<file path="config.mk">
export PLATFORM = sky130hd
export DESIGN_NAME = cod_decode
export DESIGN_NICKNAME = d
export VERILOG_FILES = /design/src/hdl/cod_pkg.sv /design/src/hdl/cod_decode.sv
export SDC_FILE = /design/constraint.sdc
export NUM_CORES = 1
export LEC_CHECK = 0
export BUFFER_PORTS_ARGS = -buffer_cell sky130_fd_sc_hd__buf_2
export CORE_MARGIN = 8
export CORE_UTILIZATION = 60
export DETAILED_ROUTE_END_ITERATION = 10
export PLACE_DENSITY = 0.94
export SYNTH_ARGS = -nofsm -noshare
export SYNTH_HDL_FRONTEND = slang
export SYNTH_SLANG_ARGS = --single-unit
</file>
<file path="constraint.sdc">
create_clock -name clk -period 5.1 [get_ports clk]
set_clock_uncertainty 0.05 [all_clocks]
set_input_delay 1.02 -clock clk [delete_from_list [all_inputs] [get_ports clk]]
set_output_delay 1.02 -clock clk [all_outputs]
set_load 0.05 [all_outputs]
</file>
<file path="src/hdl/cod_pkg.sv">
`default_nettype none
package cod_pkg;
  // ----------------------------------------
  // timing
  // ----------------------------------------
  localparam int          CLKS_PER_MCYCLE = 2;
  localparam logic [1:0]  LEN_1           = 2'h1;
  localparam logic [1:0]  LEN_2           = 2'h2;
  localparam logic [1:0]  LEN_3           = 2'h3;
  localparam logic [2:0]  MC_1            = 3'h1;
  localparam logic [2:0]  MC_2            = 3'h2;
  localparam logic [2:0]  COUNT_RESET     = 3'h0;
  localparam logic [15:0] PC_RESET        = 16'h0000;
  // select value that picks the program memory store; value is arbitrary
  localparam logic [3:0]  EXT_SEL_PMEM_STORE = 4'h1;

  // ----------------------------------------
  // opcodes
  // ----------------------------------------
  localparam logic [7:0] OPC_EXT_ST_PTR   = 8'hF2;
  localparam logic [7:0] OPC_EXT_ST_DP    = 8'hF0;
  localparam logic [7:0] OPC_PUSH         = 8'hC0;
  localparam logic [7:0] OPC_POP          = 8'hD0;
  localparam logic [7:0] OPC_XCH_BANK     = 8'hC8;
  localparam logic [7:0] OPC_XCH_DIR      = 8'hC5;
  localparam logic [7:0] OPC_XCH_IND      = 8'hC6;
  localparam logic [7:0] OPC_NIB_XCH_IND  = 8'hD6;
  localparam logic [7:0] OPC_CLR_C        = 8'hC3;
  localparam logic [7:0] OPC_SETB_C       = 8'hD3;
  localparam logic [7:0] OPC_CPL_C        = 8'hB3;
  localparam logic [7:0] OPC_CLR_BIT      = 8'hC2;
  localparam logic [7:0] OPC_SETB_BIT     = 8'hD2;
  localparam logic [7:0] OPC_CPL_BIT      = 8'hB2;
  localparam logic [7:0] OPC_ANL_C        = 8'h82;
  localparam logic [7:0] OPC_ANL_NC       = 8'hB0;
  localparam logic [7:0] OPC_ORL_C        = 8'h72;
  localparam logic [7:0] OPC_ORL_NC       = 8'hA0;
  localparam logic [7:0] OPC_MOV_C_BIT    = 8'hA2;
  localparam logic [7:0] OPC_MOV_BIT_C    = 8'h92;
  localparam logic [4:0] OPC_ABS_JMP_LOW  = 5'h01;
  localparam logic [4:0] OPC_ABS_CALL_LOW = 5'h11;
  localparam logic [7:0] OPC_LONG_CALL    = 8'h12;
  localparam logic [7:0] OPC_LONG_JMP     = 8'h02;
  localparam logic [7:0] OPC_RET          = 8'h22;
  localparam logic [7:0] OPC_RETI         = 8'h32;
  localparam logic [7:0] OPC_SHORT_JMP    = 8'h80;
  localparam logic [7:0] OPC_JC           = 8'h40;
  localparam logic [7:0] OPC_JNC          = 8'h50;
  localparam logic [7:0] OPC_JB           = 8'h20;
  localparam logic [7:0] OPC_JNB          = 8'h30;
  localparam logic [7:0] OPC_BIT_JMP_CLR  = 8'h10;
  localparam logic [7:0] OPC_JMP_INDIR    = 8'h73;
  localparam logic [7:0] OPC_JZ           = 8'h60;
  localparam logic [7:0] OPC_JNZ          = 8'h70;
  localparam logic [7:0] OPC_CMP_JMP_DIR  = 8'hB5;
  localparam logic [7:0] OPC_CMP_JMP_IMM  = 8'hB4;
  localparam logic [7:0] OPC_CMP_JMP_BANK = 8'hB8;
  localparam logic [7:0] OPC_CMP_JMP_IND  = 8'hB6;
  localparam logic [7:0] OPC_DEC_JMP_BANK = 8'hD8;
  localparam logic [7:0] OPC_DEC_JMP_DIR  = 8'hD5;
  localparam logic [7:0] OPC_EXTENDED     = 8'hA5;
  localparam logic [7:0] OPC_NOP          = 8'h00;

  // ----------------------------------------
  // types
  // ----------------------------------------
  typedef enum logic [1:0] {
    ST_IDLE = 2'b01,
    ST_EXEC = 2'b10
  } cod_state_t;

  typedef enum logic [3:0] {
    CLS_UNKNOWN     = 4'h0,
    CLS_EXT_MOVE    = 4'h1,
    CLS_STACK       = 4'h2,
    CLS_EXCHANGE    = 4'h3,
    CLS_BIT_LOGIC   = 4'h4,
    CLS_BIT_MOVE    = 4'h5,
    CLS_JUMP        = 4'h6,
    CLS_CALL        = 4'h7,
    CLS_RETURN      = 4'h8,
    CLS_COND_BRANCH = 4'h9,
    CLS_PMEM_STORE  = 4'hA,
    CLS_TRAP        = 4'hB,
    CLS_NOP         = 4'hC
  } cod_class_t;

  typedef enum logic [2:0] {
    TGT_NONE  = 3'h0,
    TGT_ABS11 = 3'h1,
    TGT_LONG  = 3'h2,
    TGT_REL1  = 3'h3,
    TGT_REL2  = 3'h4,
    TGT_INDIR = 3'h5,
    TGT_RET   = 3'h6
  } cod_tgt_t;

  // block of eight codes sharing the top five bits
  function automatic logic in_bank8(input logic [7:0] op, input logic [7:0] base);
    return op[7:3] == base[7:3];
  endfunction

  // pair of codes sharing the top seven bits
  function automatic logic in_pair(input logic [7:0] op, input logic [7:0] base);
    return op[7:1] == base[7:1];
  endfunction
endpackage
`default_nettype wire

</file>
<file path="src/hdl/cod_decode.sv">
// Functional notes
// - external data store: one byte, two cycles
// - push C0, pop D0: two bytes, two cycles
// - exchanges take one machine cycle
// - AND bit or inverse into carry
// - OR bit or inverse into carry
// - bit to carry one cycle, back two
// - absolute jump/call take top address bits
// - long call and jump: three bytes
// - short relative jump: two bytes, two cycles
// - bit-test branches: three bytes, two cycles
// - indirect jump accumulator plus pointer
// - zero/nonzero accumulator relative jumps
// - compare-and-jump forms: three bytes, two cycles
// - decrement-and-jump: bank two bytes, direct three
// - extended opcode: program store or break
// - bank register from opcode low bits
// - one machine cycle is two clocks
`timescale 1ns/1ns
`default_nettype none
module cod_decode (
  input  wire logic                 clk,                     // system clock
  input  wire logic                 reset,                   // async reset, high
  input  wire logic                 start,                   // begin an instruction
  input  wire logic [7:0]           opcode,                  // first byte
  input  wire logic [7:0]           operand1,                // second byte
  input  wire logic [7:0]           operand2,                // third byte
  input  wire logic [3:0]           extension_opcode_select, // extra opcode choice
  input  wire logic                 branch_cond,             // condition met
  input  wire logic [7:0]           accumulator,             // for indirect jump
  input  wire logic [15:0]          data_pointer_16,         // for indirect jump
  input  wire logic [15:0]          return_addr,             // popped return address
  output logic                      busy,                    // executing
  output logic                      done,                    // instruction ended
  output logic                      insn_known,              // opcode decoded here
  output logic [1:0]                insn_len,                // bytes
  output logic [2:0]                insn_mcycles,            // machine cycles
  output cod_pkg::cod_class_t       insn_class,              // instruction group
  output logic [2:0]                bank_register,           // selected bank register
  output logic                      indirect_pointer_register, // pointer select
  output logic                      branch_taken,            // new target loaded
  output logic                      trap,                    // software break
  output logic [15:0]               pc                       // program counter
);
  import cod_pkg::*;

  // ----------------------------------------
  // state
  // ----------------------------------------
  typedef struct packed {
    cod_state_t state;
    logic [2:0]  count;
    logic [15:0] pc;
    logic [15:0] pc_next;
    logic [1:0]  len;
    logic [2:0]  mc;
    cod_class_t  cls;
    logic [2:0]  bank;
    logic        ptr;
    logic        known;
    logic        taken;
    logic        is_trap;
    logic        done;
    logic        trap;
  } cod_regs_t;

  cod_regs_t   r_reg;
  cod_regs_t   r_next;
  logic [1:0]  d_len;
  logic [2:0]  d_mc;
  cod_class_t  d_cls;
  cod_tgt_t    d_tgt;
  logic        d_uncond;
  logic        d_cond;
  logic        d_known;
  logic [15:0] pc_seq;
  logic [15:0] d_target;

  // ----------------------------------------
  // opcode decode
  // ----------------------------------------
  always_comb begin
    d_len    = LEN_1;
    d_mc     = MC_1;
    d_cls    = CLS_UNKNOWN;
    d_tgt    = TGT_NONE;
    d_uncond = 1'b0;
    d_cond   = 1'b0;
    d_known  = 1'b1;
    if (opcode[4:0] == OPC_ABS_JMP_LOW) begin
      d_len    = LEN_2;
      d_mc     = MC_2;
      d_cls    = CLS_JUMP;
      d_tgt    = TGT_ABS11;
      d_uncond = 1'b1;
    end else if (opcode[4:0] == OPC_ABS_CALL_LOW) begin
      d_len    = LEN_2;
      d_mc     = MC_2;
      d_cls    = CLS_CALL;
      d_tgt    = TGT_ABS11;
      d_uncond = 1'b1;
    end else if (opcode == OPC_EXT_ST_DP || in_pair(opcode, OPC_EXT_ST_PTR)) begin
      d_mc  = MC_2;
      d_cls = CLS_EXT_MOVE;
    end else if (opcode == OPC_PUSH || opcode == OPC_POP) begin
      d_len = LEN_2;
      d_mc  = MC_2;
      d_cls = CLS_STACK;
    end else if (in_bank8(opcode, OPC_XCH_BANK) || in_pair(opcode, OPC_XCH_IND) ||
                 in_pair(opcode, OPC_NIB_XCH_IND)) begin
      d_cls = CLS_EXCHANGE;
    end else if (opcode == OPC_XCH_DIR) begin
      d_len = LEN_2;
      d_cls = CLS_EXCHANGE;
    end else if (opcode == OPC_ANL_C || opcode == OPC_ANL_NC ||
                 opcode == OPC_ORL_C || opcode == OPC_ORL_NC ||
                 opcode == OPC_MOV_BIT_C) begin
      d_len = LEN_2;
      d_mc  = MC_2;
      d_cls = CLS_BIT_LOGIC;
    // bit into carry and bit ops
    end else if (opcode == OPC_MOV_C_BIT || opcode == OPC_CLR_BIT ||
                 opcode == OPC_SETB_BIT || opcode == OPC_CPL_BIT) begin
      d_len = LEN_2;
      d_cls = CLS_BIT_MOVE;
    end else if (opcode == OPC_CLR_C || opcode == OPC_SETB_C || opcode == OPC_CPL_C) begin
      d_cls = CLS_BIT_MOVE;
    end else if (opcode == OPC_LONG_CALL) begin
      d_len    = LEN_3;
      d_mc     = MC_2;
      d_cls    = CLS_CALL;
      d_tgt    = TGT_LONG;
      d_uncond = 1'b1;
    end else if (opcode == OPC_LONG_JMP) begin
      d_len    = LEN_3;
      d_mc     = MC_2;
      d_cls    = CLS_JUMP;
      d_tgt    = TGT_LONG;
      d_uncond = 1'b1;
    end else if (opcode == OPC_SHORT_JMP) begin
      d_len    = LEN_2;
      d_mc     = MC_2;
      d_cls    = CLS_JUMP;
      d_tgt    = TGT_REL1;
      d_uncond = 1'b1;
    end else if (opcode == OPC_JZ || opcode == OPC_JNZ || opcode == OPC_JC ||
                 opcode == OPC_JNC ||
                 in_bank8(opcode, OPC_DEC_JMP_BANK)) begin
      d_len  = LEN_2;
      d_mc   = MC_2;
      d_cls  = CLS_COND_BRANCH;
      d_tgt  = TGT_REL1;
      d_cond = 1'b1;
    end else if (opcode == OPC_JB || opcode == OPC_JNB || opcode == OPC_BIT_JMP_CLR ||
                 opcode == OPC_CMP_JMP_DIR || opcode == OPC_CMP_JMP_IMM ||
                 in_bank8(opcode, OPC_CMP_JMP_BANK) || in_pair(opcode, OPC_CMP_JMP_IND) ||
                 opcode == OPC_DEC_JMP_DIR) begin
      d_len  = LEN_3;
      d_mc   = MC_2;
      d_cls  = CLS_COND_BRANCH;
      d_tgt  = TGT_REL2;
      d_cond = 1'b1;
    end else if (opcode == OPC_JMP_INDIR) begin
      d_mc     = MC_2;
      d_cls    = CLS_JUMP;
      d_tgt    = TGT_INDIR;
      d_uncond = 1'b1;
    end else if (opcode == OPC_RET || opcode == OPC_RETI) begin
      d_mc     = MC_2;
      d_cls    = CLS_RETURN;
      d_tgt    = TGT_RET;
      d_uncond = 1'b1;
    end else if (opcode == OPC_EXTENDED) begin
      if (extension_opcode_select == EXT_SEL_PMEM_STORE) begin
        d_mc  = MC_2;
        d_cls = CLS_PMEM_STORE;
      end else begin
        d_cls = CLS_TRAP;
      end
    end else if (opcode == OPC_NOP) begin
      d_cls = CLS_NOP;
    end else begin
      d_known = 1'b0;
    end
  end

  // ----------------------------------------
  // branch target
  // ----------------------------------------
  assign pc_seq = r_reg.pc + {14'h0000, d_len};

  always_comb begin
    case (d_tgt)
      TGT_ABS11: d_target = {pc_seq[15:11], opcode[7:5], operand1};
      TGT_LONG:  d_target = {operand1, operand2};
      TGT_REL1:  d_target = pc_seq + {{8{operand1[7]}}, operand1};
      TGT_REL2:  d_target = pc_seq + {{8{operand2[7]}}, operand2};
      TGT_INDIR: d_target = data_pointer_16 + {8'h00, accumulator};
      TGT_RET:   d_target = return_addr;
      default:   d_target = pc_seq;
    endcase
  end

  // ----------------------------------------
  // sequencer
  // ----------------------------------------
  always_comb begin
    r_next      = r_reg;
    r_next.done = 1'b0;
    r_next.trap = 1'b0;
    case (r_reg.state)
      ST_IDLE: begin
        if (start) begin
          r_next.state   = ST_EXEC;
          r_next.count   = 3'(int'(d_mc) * CLKS_PER_MCYCLE - 1);
          r_next.len     = d_len;
          r_next.mc      = d_mc;
          r_next.cls     = d_cls;
          r_next.known   = d_known;
          r_next.taken   = d_uncond | (d_cond & branch_cond);
          r_next.is_trap = d_cls == CLS_TRAP;
          r_next.pc_next = (d_uncond | (d_cond & branch_cond)) ? d_target : pc_seq;
          r_next.bank    = opcode[2:0];
          r_next.ptr     = opcode[0];
        end
      end
      ST_EXEC: begin
        if (r_reg.count == COUNT_RESET) begin
          r_next.state = ST_IDLE;
          r_next.pc    = r_reg.pc_next;
          r_next.done  = 1'b1;
          r_next.trap  = r_reg.is_trap;
        end else begin
          r_next.count = r_reg.count - 3'h1;
        end
      end
      default: begin
        r_next.state = ST_IDLE;
      end
    endcase
  end

  // register update
  always_ff @(posedge clk or posedge reset) begin
    if (reset) begin
      r_reg <= '{state: ST_IDLE, count: COUNT_RESET, pc: PC_RESET, pc_next: PC_RESET,
                 len: LEN_1, mc: MC_1, cls: CLS_UNKNOWN, default: '0};
    end else begin
      r_reg <= r_next;
    end
  end

  // ----------------------------------------
  // outputs
  // ----------------------------------------
  assign busy                      = r_reg.state == ST_EXEC;
  assign done                      = r_reg.done;
  assign insn_known                = r_reg.known;
  assign insn_len                  = r_reg.len;
  assign insn_mcycles              = r_reg.mc;
  assign insn_class                = r_reg.cls;
  assign bank_register             = r_reg.bank;
  assign indirect_pointer_register = r_reg.ptr;
  assign branch_taken              = r_reg.taken;
  assign trap                      = r_reg.trap;
  assign pc                        = r_reg.pc;

  logic go;
  assign go = start && !busy;
endmodule
`default_nettype wire

</file>
==> flow_summary.json <==
{
  "r2r_slack_ns": 1.50,
  "p_total_w": 0.00267,
  "place_ws_ns": -0.305,
  "netlist_area_sq_um": 5070,
  "htree_levels": 2,
  "top_usage_layer": "met2",
  "dpl-instance-area_sq_um": 5900,
  "crit_path_end_kind": "flop",
  "grt.met3_usage_pct": 5.23,
  "design_area_sq_um": 6100,
  "yosys.area.top_type": "dfrtp_1",
  "drv_slew": 0,
  "synth_cells": 599,
  "yosysSeqAreaShare_pct": 26.2,
  "max_freq_mhz": 199,
  "met2_usage_pct": 43.0,
  "grt_usage_pct": 28.2,
  "min_period_over_period_pct": 98.6,
  "ys_seq_elements": 53,
  "area_delta_synth_final_pct": 20.2,
  "clkTransAtPathRegs_ns": 0.10,
  "rows": 33,
  "hold_end": "insn_mcycles[0]$_DFFE_PP1P_",
  "grt_use_met1_pct": 39.4,
  "vias": 5343,
  "nets": 830,
  "power.leakage_nw": 2.97,
  "setup_violations": 0,
  "port_buffers": 104,
  "drv_cap": 0,
  "grt_max_degree": 54,
  "dr.first_iter.drc_count": 438,
  "hold_depth": 2,
  "synth_area_leaders": "dfrtp_1 (25%), ha_1 (7.2%), nand2_1 (5.1%)",
  "final_layout_size_suffix_gt1_share_pct": 33.0,
  "cp.arrival_ns": 5.18,
  "grt_pass1_wl_microns": 26600,
  "path_class": "input pin to flop",
  "critPathRequiredTime_ns": 5.25,
  "n_antenna_cell": 0,
  "clk_latency_ns": 0.32,
  "mostFrequentLayoutCells": "buf_2 (104), nand2_1 (69), buf_4 (68)",
  "slew_headroom_pct": 17.6,
  "synth_warnings": 0,
  "gr-total-overflow": 0,
  "setup_ws_ns": 0.0714,
  "grt_pass1_vias": 5268,
  "hold_start": "insn_mcycles[0]$_DFFE_PP1P_",
  "cts.path.max_buffers": 2,
  "cts-root-buf": "clkbuf_8",
  "initial_core_util_pct": 61.7,
  "cts_buffers": 5,
  "final_common_cell": "buf_2",
  "synth_edf_count": 0,
  "cts_tree": "yes",
  "hold_path_class": "flop to flop",
  "tightest_slew_ns": 1.24,
  "synth_flop_cell": "dfrtp_1",
  "worstPathMaxFanout": 8,
  "postLayoutCoreUtil_pct": 74.2,
  "r2r_cells": 15,
  "dp_hpwl_microns": 12800,
  "viasPerCell": 6.42,
  "start_kind": "input pin",
  "die_x_microns": 108,
  "antenna_found_initial": 0,
  "synth_fp_nets": 703,
  "cts.sinks": 53,
  "synth_top_area_share_pct": 24.7,
  "reg2reg_from": "pc[0]$_DFFE_PP0P_",
  "drc_errors": 0,
  "finalCriticalPeriod_ns": 5.03,
  "async_reset_ff_share_pct": 100,
  "ant_nets": 0,
  "r2r-end": "r_reg[33]$_DFFE_PP0P_",
  "gp_congestion": 0.999,
  "ir_worst_vdd_uv": 203,
  "die-area_sq_um": 11700,
  "wirelength_microns": 16800,
  "rsz0062_at_grt": "true",
  "die_y_microns": 108,
  "holdBufCountCts": 0,
  "largest_reg_flops": 22,
  "core_area_sq_um": 8220,
  "post_synth.cell_area_avg_sq_um": 8.47,
  "wl_per_cell_microns": 20.3,
  "pin_count": 106,
  "ys_types": 83,
  "cellPowerDensity_nw_per_um2": 438,
  "outcome": "finished, final reports clean",
  "dr.pass1.iters": 5,
  "hold_viol": 0
}
metal layers:
layer,wire (microns),vias up
li1,-,2432
met1,7040,2494
met2,7490,367
met3,1840,50
met4,477,0
met5,0,-
where the power goes:
part	switching (W)	total (W)	internal [W]
registers	0.000149	0.000735	0.000586
clock network	0.000147	0.000294	0.000148
logic	0.00105	0.00164	0.000593
total	0.00134	0.00267	0.00133
worst max-delay path by stage:
stage,from,end,slack (ns),cells past startpoint
3_3_place_gp,opcode[5],r_reg[30]$_DFFE_PP0P_,-0.18,21
5_1_grt,opcode[5],r_reg[33]$_DFFE_PP0P_,-0.14,21
2_1_floorplan,opcode[0],r_reg[33]$_DFFE_PP0P_,0.08,18
6_report,opcode[5],r_reg[26]$_DFFE_PP0P_,0.07,21
4_1_cts,opcode[3],r_reg[30]$_DFFE_PP0P_,0.07,21
3_5_place_dp,opcode[5],r_reg[30]$_DFFE_PP0P_,-0.31,21
what timing repair did:
action,4_1_cts,5_1_grt
pin swaps,0,3
endpoints found under the setup margin,1,8
resized for setup,1,17
setup buffers,0,1
gates cloned,0,0
synthesized netlist by cell type (6+ instances only):
master,instances
nand2_1,69
dfrtp_1,50
nor2_1,43
a21oi_1,31
ha_1,29
o21ai_0,29
buf_4,28
nand3_1,24
xor2_1,22
mux2_2,20
xnor2_1,19
inv_1,18
clkbuf_1,14
mux2i_1,13
nor3_1,13
o21ai_1,11
a211oi_1,9
a21o_1,9
o211ai_1,9
nand2b_1,8
a31oi_1,6
and3_1,6
nor2b_1,6
nor4_1,6
area by class of cell:
class,count,area (sq um)
Multi-Input combinational cell,476,3420
Fill cell,617,2120
Sequential cell,53,1330
Timing Repair Buffer,172,1030
Tap cell,105,131
Clock buffer,6,72.6
Inverter,18,67.6
Clock inverter,2,38.8
stage by stage:
stage	cells	hold WS [ns]	setup TNS, ns
final	832	0.432	0
after global routing	832	0.458	-0.369
after CTS	831	0.433	0
after detailed placement	823	0.414	-1.38
after global placement	823	0.394	-0.554
after floorplan	599	0.389	0
critical path, stage by stage:
cell and delay [ns]:
buf_2 0.16, and4b_1 0.23, a21oi_1 0.16, a211oi_2 0.11
a221o_1 0.33, nor3_2 0.26, inv_1 0.10, ha_1 0.29
a21oi_1 0.26, buf_4 0.18, nor2_2 0.05, xnor2_1 0.34
ha_1 0.32, o21ai_0 0.23, nand2_1 0.13, a31oi_1 0.23
xor2_1 0.18, nor2_1 0.05, o32ai_1 0.30, buf_4 0.17
o21ai_1 0.05
logic make-up (layout without fill, tap and decap cells):
group,count (synthesis),count (layout),synth area share [%]
adder cells (fa/ha/maj),32,32,8.34
XOR/XNOR,41,41,7.08
AO/OA/AOI/OAI,160,160,23.0
other,1,1,0.0739
multiplexers,33,33,7.01
buffers and inverters,70,198,7.97
flip-flops,53,53,26.2
AND/OR/NAND/NOR,209,209,20.3
No activity file was read; power rests on OpenSTA's default activity.
